$ cat config.mk
export PLATFORM = sky130hd
export DESIGN_NAME = sls_top
export DESIGN_NICKNAME = d
export VERILOG_FILES = /design/src/rtl/sls_cmp.v /design/src/rtl/sls_top.v
export VERILOG_INCLUDE_DIRS = /design/src /design/src/rtl
export SDC_FILE = /design/constraint.sdc
export NUM_CORES = 2
export LEC_CHECK = 0
export BUFFER_PORTS_ARGS = -buffer_cell sky130_fd_sc_hd__buf_2
export CORE_UTILIZATION = 48
export CTS_CLUSTER_DIAMETER = 40
export CTS_CLUSTER_SIZE = 24
export DETAILED_ROUTE_END_ITERATION = 16
export PLACE_DENSITY = 0.68
export SLEW_MARGIN = 20
export SYNTH_ARGS = -nofsm -noshare
export SYNTH_HDL_FRONTEND = slang
export SYNTH_SLANG_ARGS = --single-unit
$ cat constraint.sdc
create_clock -name i_clock -period 6.2 [get_ports i_clock]
set_input_delay 1.24 -clock i_clock [delete_from_list [all_inputs] [get_ports i_clock]]
set_output_delay 1.24 -clock i_clock [all_outputs]
set_load 0.02 [all_outputs]
$ cat src/rtl/sls_regs.vh
// Notes on behaviour
// mode 0 leaves supervisor idle, flag never set
// mode 1 trips below low minus half hysteresis
// mode 2 trips above high plus half hysteresis
// mode 3 compares magnitude against low limit
// mode 4 compares magnitude against high limit
// mode 5 trips outside window, clears inside
// status bit 5 shows sixth supervisor
// status bits 0-4 show supervisors one-five
// hold between thresholds; reset clears; upper bits zero
`ifndef SLS_REGS_VH
`define SLS_REGS_VH

// register bus geometry
`define SLS_ADDR_W 8
`define SLS_DATA_W 16
`define SLS_NUM_SUP 6

// global registers, byte addresses
`define SLS_STATUS_ADDR 8'h00
`define SLS_EVENT_ADDR 8'h04
`define SLS_DIV_ADDR 8'h08

// supervisor n (1..6) lives in the block whose upper nibble is n
`define SLS_SUP_FIRST 4'h1
`define SLS_SUP_LAST 4'h6
`define SLS_OFS_MODE 4'h0
`define SLS_OFS_LOW 4'h4
`define SLS_OFS_HIGH 4'h8
`define SLS_OFS_HYST 4'hc

// event register field positions
`define SLS_EV_RISE_LSB 0
`define SLS_EV_FALL_LSB 8

// comparison mode codes
`define SLS_MODE_W 3
`define SLS_MODE_DISABLED 3'h0
`define SLS_MODE_LOW 3'h1
`define SLS_MODE_HIGH 3'h2
`define SLS_MODE_ABS_LOW 3'h3
`define SLS_MODE_ABS_HIGH 3'h4
`define SLS_MODE_BOTH 3'h5

// reset values
`define SLS_RESET_MODE 3'h0
`define SLS_RESET_LIMIT 16'h0000
`define SLS_RESET_HYST 16'h0000
`define SLS_RESET_DIV 16'h0000

`endif

$ cat src/rtl/sls_cmp.v
`timescale 1ns/1ps
`default_nettype none
`include "sls_regs.vh"

module sls_cmp (
    input wire i_clock,
    input wire i_rst,
    input wire i_tick,
    input wire [`SLS_MODE_W-1:0] i_mode,
    input wire signed [15:0] i_value,
    input wire signed [15:0] i_low,
    input wire signed [15:0] i_high,
    input wire [15:0] i_hyst,
    output reg o_active
);
    // widen to 18 bits so limit +/- half hysteresis never wraps
    wire signed [17:0] half = {3'b000, i_hyst[15:1]};
    wire signed [17:0] v = {{2{i_value[15]}}, i_value};
    wire signed [17:0] lo = {{2{i_low[15]}}, i_low};
    wire signed [17:0] hi = {{2{i_high[15]}}, i_high};
    wire signed [17:0] v_abs = v[17] ? -v : v;
    wire signed [17:0] lo_abs = lo[17] ? -lo : lo;
    wire signed [17:0] hi_abs = hi[17] ? -hi : hi;

    reg set_c;
    reg clr_c;
    reg active_nxt;

    // activation and deactivation thresholds per mode
    always @* begin
        set_c = 1'b0;
        clr_c = 1'b0;
        case (i_mode)
            `SLS_MODE_LOW: begin
                set_c = v < lo - half;
                clr_c = v > lo + half;
            end
            `SLS_MODE_HIGH: begin
                set_c = v > hi + half;
                clr_c = v < hi - half;
            end
            `SLS_MODE_ABS_LOW: begin
                set_c = v_abs < lo_abs - half;
                clr_c = v_abs > lo_abs + half;
            end
            `SLS_MODE_ABS_HIGH: begin
                set_c = v_abs > hi_abs + half;
                clr_c = v_abs < hi_abs - half;
            end
            `SLS_MODE_BOTH: begin
                set_c = (v > hi + half) || (v < lo - half);
                clr_c = (v < hi - half) && (v > lo + half);
            end
            default: begin
                set_c = 1'b0;
                clr_c = 1'b1;
            end
        endcase
    end

    // set beats clear; otherwise hold inside the hysteresis band
    always @* begin
        if (set_c) begin
            active_nxt = 1'b1;
        end else if (clr_c) begin
            active_nxt = 1'b0;
        end else begin
            active_nxt = o_active;
        end
    end

    // disabling takes effect at once, not on the next scan tick
    always @(posedge i_clock) begin
        if (i_rst) begin
            o_active <= 1'b0;
        end else if (i_mode == `SLS_MODE_DISABLED) begin
            o_active <= 1'b0;
        end else if (i_tick) begin
            o_active <= active_nxt;
        end
    end
endmodule
`default_nettype wire

$ cat src/rtl/sls_top.v
`timescale 1ns/1ps
`default_nettype none
`include "sls_regs.vh"

module sls_top #(
    parameter NUM_SUP = `SLS_NUM_SUP
) (
    input wire i_clock,
    input wire i_rst,
    input wire [`SLS_ADDR_W-1:0] i_addr,
    input wire [`SLS_DATA_W-1:0] i_wdata,
    input wire i_wr,
    input wire i_rd,
    input wire [15:0] i_signal_1,
    input wire [15:0] i_signal_2,
    input wire [15:0] i_signal_3,
    input wire [15:0] i_signal_4,
    input wire [15:0] i_signal_5,
    input wire [15:0] i_signal_6,
    output reg [`SLS_DATA_W-1:0] o_rdata,
    output wire [5:0] o_active
);
    // monitored values come from logic on this clock, so no synchroniser
    wire [16*6-1:0] sig_flat = {
        i_signal_6,
        i_signal_5,
        i_signal_4,
        i_signal_3,
        i_signal_2,
        i_signal_1
    };

    // address split into block number and offset within a block
    wire [3:0] blk = i_addr[7:4];
    wire [3:0] ofs = i_addr[3:0];
    wire sup_hit = (blk >= `SLS_SUP_FIRST) && (blk <= `SLS_SUP_LAST);
    wire [3:0] sup_idx = blk - `SLS_SUP_FIRST;

    // per-supervisor configuration storage
    reg [`SLS_MODE_W-1:0] mode_r [0:5];
    reg [15:0] low_r [0:5];
    reg [15:0] high_r [0:5];
    reg [15:0] hyst_r [0:5];

    // scan-rate divider state
    reg [15:0] div_r;
    reg [15:0] div_cnt_r;
    reg tick_r;

    // flag history and sticky change events
    reg [5:0] prev_r;
    reg [15:0] event_r;
    reg [15:0] event_nxt;

    // read path
    reg [`SLS_DATA_W-1:0] rdata_nxt;

    wire [5:0] active;

    // one comparator and one register set per supervisor
    genvar g;
    generate
        for (g = 0; g < 6; g = g + 1) begin : g_sup
            wire wr_here = i_wr && sup_hit && (sup_idx == g);

            // configuration writes for this supervisor
            always @(posedge i_clock) begin
                if (i_rst) begin
                    mode_r[g] <= `SLS_RESET_MODE;
                    low_r[g] <= `SLS_RESET_LIMIT;
                    high_r[g] <= `SLS_RESET_LIMIT;
                    hyst_r[g] <= `SLS_RESET_HYST;
                end else if (wr_here) begin
                    case (ofs)
                        `SLS_OFS_MODE: begin
                            mode_r[g] <= i_wdata[`SLS_MODE_W-1:0];
                        end
                        `SLS_OFS_LOW: begin
                            low_r[g] <= i_wdata;
                        end
                        `SLS_OFS_HIGH: begin
                            high_r[g] <= i_wdata;
                        end
                        `SLS_OFS_HYST: begin
                            hyst_r[g] <= i_wdata;
                        end
                        default: begin
                            mode_r[g] <= mode_r[g];
                        end
                    endcase
                end
            end

            sls_cmp u_cmp (
                .i_clock(i_clock),
                .i_rst(i_rst),
                .i_tick(tick_r),
                .i_mode(mode_r[g]),
                .i_value(sig_flat[16*g +: 16]),
                .i_low(low_r[g]),
                .i_high(high_r[g]),
                .i_hyst(hyst_r[g]),
                .o_active(active[g])
            );
        end
    endgenerate

    // flags leave the comparators' own flip-flops; bits 0-4 then bit 5
    assign o_active = active;

    // scan tick: a divisor of zero evaluates every cycle
    // writing the divisor restarts the count so the new rate starts clean
    always @(posedge i_clock) begin
        if (i_rst) begin
            div_r <= `SLS_RESET_DIV;
            div_cnt_r <= 16'h0000;
            tick_r <= 1'b0;
        end else begin
            if (i_wr && (i_addr == `SLS_DIV_ADDR)) begin
                div_r <= i_wdata;
                div_cnt_r <= 16'h0000;
                tick_r <= 1'b0;
            end else if (div_cnt_r >= div_r) begin
                div_cnt_r <= 16'h0000;
                tick_r <= 1'b1;
            end else begin
                div_cnt_r <= div_cnt_r + 16'h0001;
                tick_r <= 1'b0;
            end
        end
    end

    // change events: a new edge in the clearing cycle survives
    always @* begin
        event_nxt = event_r;
        if (i_wr && (i_addr == `SLS_EVENT_ADDR)) begin
            event_nxt = event_r & ~i_wdata;
        end
        event_nxt[`SLS_EV_RISE_LSB +: 6] =
            event_nxt[`SLS_EV_RISE_LSB +: 6] | (active & ~prev_r);
        event_nxt[`SLS_EV_FALL_LSB +: 6] =
            event_nxt[`SLS_EV_FALL_LSB +: 6] | (~active & prev_r);
        event_nxt[7:6] = 2'b00;
        event_nxt[15:14] = 2'b00;
    end

    // edge history and event storage
    always @(posedge i_clock) begin
        if (i_rst) begin
            prev_r <= 6'b00_0000;
            event_r <= 16'h0000;
        end else begin
            prev_r <= active;
            event_r <= event_nxt;
        end
    end

    // read mux; unmapped addresses answer zero
    always @* begin
        rdata_nxt = 16'h0000;
        if (i_addr == `SLS_STATUS_ADDR) begin
            rdata_nxt = {10'b00_0000_0000, active};
        end else if (i_addr == `SLS_EVENT_ADDR) begin
            rdata_nxt = event_r;
        end else if (i_addr == `SLS_DIV_ADDR) begin
            rdata_nxt = div_r;
        end else if (sup_hit) begin
            case (ofs)
                `SLS_OFS_MODE: begin
                    rdata_nxt = {13'b0_0000_0000_0000, mode_r[sup_idx[2:0]]};
                end
                `SLS_OFS_LOW: begin
                    rdata_nxt = low_r[sup_idx[2:0]];
                end
                `SLS_OFS_HIGH: begin
                    rdata_nxt = high_r[sup_idx[2:0]];
                end
                `SLS_OFS_HYST: begin
                    rdata_nxt = hyst_r[sup_idx[2:0]];
                end
                default: begin
                    rdata_nxt = 16'h0000;
                end
            endcase
        end
    end

    // read data stands only in the cycle after the strobe
    always @(posedge i_clock) begin
        if (i_rst) begin
            o_rdata <= 16'h0000;
        end else if (i_rd) begin
            o_rdata <= rdata_nxt;
        end else begin
            o_rdata <= 16'h0000;
        end
    end
endmodule
`default_nettype wire

**After elaboration in Yosys (flattened, before gate mapping)**

Memory sizes are Yosys's and may differ from the RTL's.
Index checks and enable logic that the tools add are counted.
W data, S select, Z words.

- Add/subtract/negate cells: 68
- Multipliers: 0
- Divide/modulo/power cells: 0
- Order comparisons: 51
- Eq/ne operators: 40
- Shift operators: 0
- Multiplexer cells: 176
- Bitwise gates (word level): 39
- Reductions and logical operators: 54

Operators with widths:

| operator | count |
|---|---|
| $mux W16 | 21 |
| $mux W18 | 18 |
| $neg A16 Y18 | 18 |
| $add A18 B16 Y18 | 12 |
| $gt A18 B18 Y1 | 12 |
| $lt A18 B18 Y1 | 12 |
| $sub A18 B16 Y18 | 12 |
| $add A16 B16 Y17 | 12 |
| $gt A16 B17 Y1 | 12 |
| $lt A16 B17 Y1 | 12 |
| $sub A16 B16 Y17 | 12 |
| $mux W1 | 110 |
| $pmux W16 S4 | 1 |
| $pmux W1 S5 | 12 |
| $eq A3 B2 Y1 const B | 12 |
| $eq A3 B3 Y1 const B | 12 |
| $mux W3 | 12 |
| $or A1 B1 Y1 | 30 |
| $eq A3 B1 Y1 const B | 6 |
| $logic_not A3 Y1 | 6 |
| $add A16 B1 Y16 const B | 1 |
| $ge A16 B16 Y1 | 1 |
| $logic_and A1 B1 Y1 | 16 |
| $reduce_or A2 Y1 | 8 |
| other kinds (24) | 48 |

- Bits in registers: 73
- Latch bits: 0
- Bits in writable memories: 306
- Bits in read-only memories: 0
- Input port bits: 124
- Output and inout bits: 22
- Logic and storage cells: 445
- Memories kept: 4

Memories:

| name | words | bits a word | rd ports | clocked after memory_dff | write ports | RTL line | source |
|---|---|---|---|---|---|---|---|
| high_r | 6 | 16 | 7 | 0 | 6 | sls_top.v:42 | `reg [15:0] high_r [0:5];` |
| hyst_r | 6 | 16 | 7 | 0 | 6 | sls_top.v:43 | `reg [15:0] hyst_r [0:5];` |
| low_r | 6 | 16 | 7 | 0 | 6 | sls_top.v:41 | `reg [15:0] low_r [0:5];` |
| mode_r | 6 | 3 | 7 | 0 | 6 | sls_top.v:40 | `` reg [`SLS_MODE_W-1:0] mode_r [0:5]; `` |

**Longest topological paths before layout**

- Word-level depth: 9
- Depth in mapped cells: 25
- Depth with buffers taken out: 24

**By module**

Synthesis repeated with hierarchy kept, for this count alone.

- Cells, all modules: 8965
- Area total of the unflattened synthesis: 73628.1 um^2

Modules (own cells, without submodules):

| module | instances | cells each | area an instance (um^2) | sequential area each (um^2) |
|---|---|---|---|---|
| sls_cmp (g_sup[3].u_cmp ...) | 2 | 1248 | 9240.1 | 20.0 |
| sls_top | 1 | 1415 | 17628.2 | 10530.1 |
| sls_cmp (g_sup[0].u_cmp) | 1 | 1295 | 9594.2 | 20.0 |
| sls_cmp (g_sup[5].u_cmp) | 1 | 1265 | 9456.6 | 20.0 |
| sls_cmp (g_sup[1].u_cmp) | 1 | 1245 | 9241.4 | 20.0 |
| sls_cmp (g_sup[2].u_cmp) | 1 | 1249 | 9227.6 | 20.0 |

**Worst setup path after synthesis**

No wires, ideal clock.

- Path kind: input-to-reg
- Start point: input i_addr[4]
- End point: register o_rdata[6]
- Setup time: 0.118 ns
- Arrival: 5.175 ns
- Required time: 6.082 ns
- Setup slack: 0.907 ns
- Cell stages on the path: 15
- Buffers on the path: 7
- Cell sequence: buf_2 buf_2 buf_1 clkbuf_1 inv_1 ha_1 clkbuf_1 buf_1 buf_1 mux4_2 mux2_2 a22oi_1 o22ai_1 a22oi_1 nor2_1

- Longest elaborated chain between the ends: 6
- Elaborated cells between the ends (all ways): 15
- Classes of those cells: add/sub (1); order compare (2); eq/ne (2); mux (4); reduce/logical (3); memory (3)

RTL lines:

| item | RTL line | source |
|---|---|---|
| from (decl) | sls_top.v:10 | `` input wire [`SLS_ADDR_W-1:0] i_addr, `` |
| $sub A4 B1 Y4 (no line) | n/a |  |
| $mem_v2 Z6 W16, on equally long branches | n/a |  |
| $pmux W16 S4 | sls_top.v:168 | `case (ofs)` |
| $mux W16 | sls_top.v:167 | `end else if (sup_hit) begin` |
| $mux W16 | sls_top.v:165 | `` end else if (i_addr == `SLS_DIV_ADDR) begin `` |
| $mux W16 | sls_top.v:163 | `` end else if (i_addr == `SLS_EVENT_ADDR) begin `` |
| to (signal assigned) | sls_top.v:193 | `o_rdata <= rdata_nxt;` |
| to (decl) | sls_top.v:20 | `` output reg [`SLS_DATA_W-1:0] o_rdata, `` |

Parallel ways exist; a longest one is shown, timed or not.
A chain may end at the register's enable or synchronous reset.

==> results.toml <==
[outcome]
status = "finished, final reports clean"

[cts]
cts_root_buf = "clkbuf_16"
cts.sinks = 379
cts.clk_slew.worst_paths_ns = 0.06
clk_path_buf_depth = 3
cts_tree = "built"
postCtsHoldBufs = 0
cts_made_buffers = 54
htree_levels = 2
clk_latency_ns = 0.68

[grt]
antenna_found_initial = 37
grt_max_degree = 112
grt_overflow = 0
grt_pass1_vias = 66300
grt_pass1_wl_um = 414000
track_usage_pct = 34.7

[sta]
fin_crit_ns = 5.93
rsz0062_at_grt = "false"
hold_viol_final = 0
maxSlewViolCount = 0
fmaxAchievable_ghz = 0.169
worst_slew_pin_slew_ns = 1.21
post-route-period-util_pct = 95.7
skew_ns = 0.0578
setup_slack_ns = 0.268
tns_ns = 0
maxSlewHeadroom_pct = 18.7
setup_violations = 0

[routing]
drtAntennaViolNets = 0
viasPerCell = 6.37
wl_met2_um = 117000
wl_per_cell_um = 25.2
vias = 71400
routed.top_layer = "met5"
wl_um = 282000
met1_length_um = 117000
wl_met3_um = 34400
drtPass1Iterations = 7
drtIter0Drc = 8853
drc = 0

[min_path]
min_path_type = "flip-flop to flip-flop"

[pwr]
switching_share_pct = 45.7
pwr-share-clk_pct = 20.6
p_sw_w = 0.00718
p_leak_nw = 34.3
seqPwrFrac_pct = 20.4
power_density_nw_per_um2 = 198
max-vdd-ir-drop_v = 0.000247
p_int_w = 0.00851
comb_power_share_pct = 59.0

[synthesis]
avgSynthCellArea_um2 = 8.19
synth-warning-count = 0
yosys_register_bits = 379
async_flop_share_pct = 0
ys_seq_area_share_pct = 14.4
synth_most_common_cell = "ha_1"
ys.flop_type = "edfxtp_1"
yosysTopAreaCell = "ha_1"
synth_area_leaders = "ha_1, edfxtp_1, xnor2_1"
synthDominantCellAreaShare_pct = 26.2
yosysUniqueCellTypes = 84
synth_common_cells = "ha_1, xnor2_1, a21oi_1, nor2_1, inv_1"
synth_cells = 9011
synth-edff-count = 306
synthesis.area_um2 = 73800

[floorplanning]
die_width_um = 394
dieArea_um2 = 155000
initial_core_util_pct = 48.5
core_area_um2 = 152000
io_pins = 146
die_h_um = 394
row_count = 143

[worst_setup_path]
critPathKind = "flip-flop to flip-flop"
crit_fanout = 22
cp.required_ns = 6.72
reg2reg_slack_ns = 0.27
start_kind = "flip-flop"
cp-end-kind = "flip-flop"
crit_arrival_ns = 6.45

[placed_design]
io_buffers = 145
pre_cts_slack_ns = 0.442
hpwl_um = 229000
gp_congestion = 1.03

[final_layout]
synthToLayoutAreaGrowth_pct = 7.41
nFillCells = 14500
final_layout_size_suffix_gt1_share_pct = 6.17
nets = 10800

[run]
cap_violations = 0
[cells in the final DEF (no fill, tap or decap), drive strengths merged, types with 55 or more instances in the layout]
cell type,count
ha,1546
a31oi,86
a21o,195
nand3,212
o21a,68
edfxtp,306
and2,309
nor2b,188
nand4,92
o21ai,406
o31ai,158
or3,116
conb,60
a21oi,669
nor3,269
or4,55
o211ai,89
xor2,107
nand2b,170
o21bai,152
a211oi,97
nand2,494
dfxtp,73
mux2i,62
clkbuf,64
buf,312
xnor2,753
inv,606
nor2,589
[per-layer routing]
| layer | vias to the layer above | track usage, % |
|---|---|---|
| met1 | 33600 | 46.6 |
| met3 | 733 | 9.58 |
| met2 | 3752 | 52.1 |
| met5 | - | 0 |
| li1 | 33200 | - |
| met4 | 30 | 14.4 |
[logic make-up (layout without fill, tap and decap cells)]
kind of cell    count (synthesis)  count (layout)  share of synthesized area [%]
simple gates                 2759            2759                           19.4
buf+inv                       919            1003                           4.71
compound gates               2370            2370                           21.1
other cells                     2              76                         0.0102
fa+ha+maj                    1594            1594                           27.5
mux                           128             128                           2.63
flops                         379             379                           14.4
xor+xnor                      860             860                           10.2
[through the flow]
| stage | utilization [%] | total power [W] | hold slack [ns] | area [um2] | cells |
|---|---|---|---|---|---|
| floorplan | - | 0.00969 | 0.450 | 74000 | 9069 |
| global placement | 50.8 | 0.0120 | 0.461 | 77300 | 11100 |
| detailed placement | 50.8 | 0.0122 | 0.470 | 77300 | 11100 |
| CTS | 52.0 | 0.0155 | 0.481 | 79200 | 11200 |
| global route | 52.0 | 0.0168 | 0.504 | 79200 | 11200 |
| finish | 52.1 | 0.0157 | 0.481 | 79300 | 11200 |
[layout make-up]
class | instances | area, um2 | share of cell area (%)
diodes | 16 | 40.0 | 0.0505
clock buffers | 63 | 1440 | 1.82
clock inverters | 39 | 452 | 0.570
inverters | 588 | 2210 | 2.78
multi-input cells | 7771 | 59900 | 75.6
flip-flops and latches | 379 | 10700 | 13.4
well taps | 2030 | 2540 | 3.20
repair buffers | 313 | 2010 | 2.53
[timing repair]
item | 4_1_cts | 5_1_grt
resized for setup | 0 | 3
buffers inserted | 0 | 0
endpoints found under the setup margin | 0 | 2
[path summary, 6_finish.rpt]
check | startpoint | cells past startpoint | end
max | high_r[2][15]$_SDFFCE_PN0P_ | 20 | g_sup[2].u_cmp.o_active$_SDFFE_PP0P_
min | div_r[10]$_SDFFE_PP0P_ | 2 | div_r[10]$_SDFFE_PP0P_
max reg2reg | high_r[2][15]$_SDFFCE_PN0P_ | 20 | g_sup[2].u_cmp.o_active$_SDFFE_PP0P_
min reg2reg | div_r[10]$_SDFFE_PP0P_ | 2 | div_r[10]$_SDFFE_PP0P_
[state kept, by name (all words and copies together) (netlist names), 12 cells and up]
| register | flops |
|---|---|
| high_r | 96 |
| hyst_r | 96 |
| low_r | 96 |
| mode_r | 18 |
| div_cnt_r | 16 |
| div_r | 16 |
| o_rdata | 16 |
| event_r | 12 |
[worst max-delay path, cell delays in order (launching register included)]
cell and delay [ns]:
edfxtp_1 0.74, o21ai_0 0.71, inv_1 0.13, fa_1 0.44, o21bai_1 0.15, a21o_1 0.17, a21oi_1 0.11, o31ai_1 0.41
a311oi_2 0.25, o21ai_0 0.37, a31oi_1 0.16, xnor2_1 0.16, ha_1 0.19, a21o_1 0.17, a211oi_1 0.29, o211ai_1 0.21
a211oi_1 0.30, a21oi_1 0.19, a311oi_1 0.25, o311ai_0 0.19, o2bb2ai_1 0.17
[power groups by stage]
stage,registers (W),clock network [W],logic (W)
finish,0.00321,0.00323,0.00925
global route,0.00320,0.00333,0.0102
CTS,0.00318,0.00322,0.00905
detailed placement,0.00323,0,0.00897
global placement,0.00323,0,0.00880
floorplan,0.00306,0,0.00663
Power figures use the tool's default switching activity.
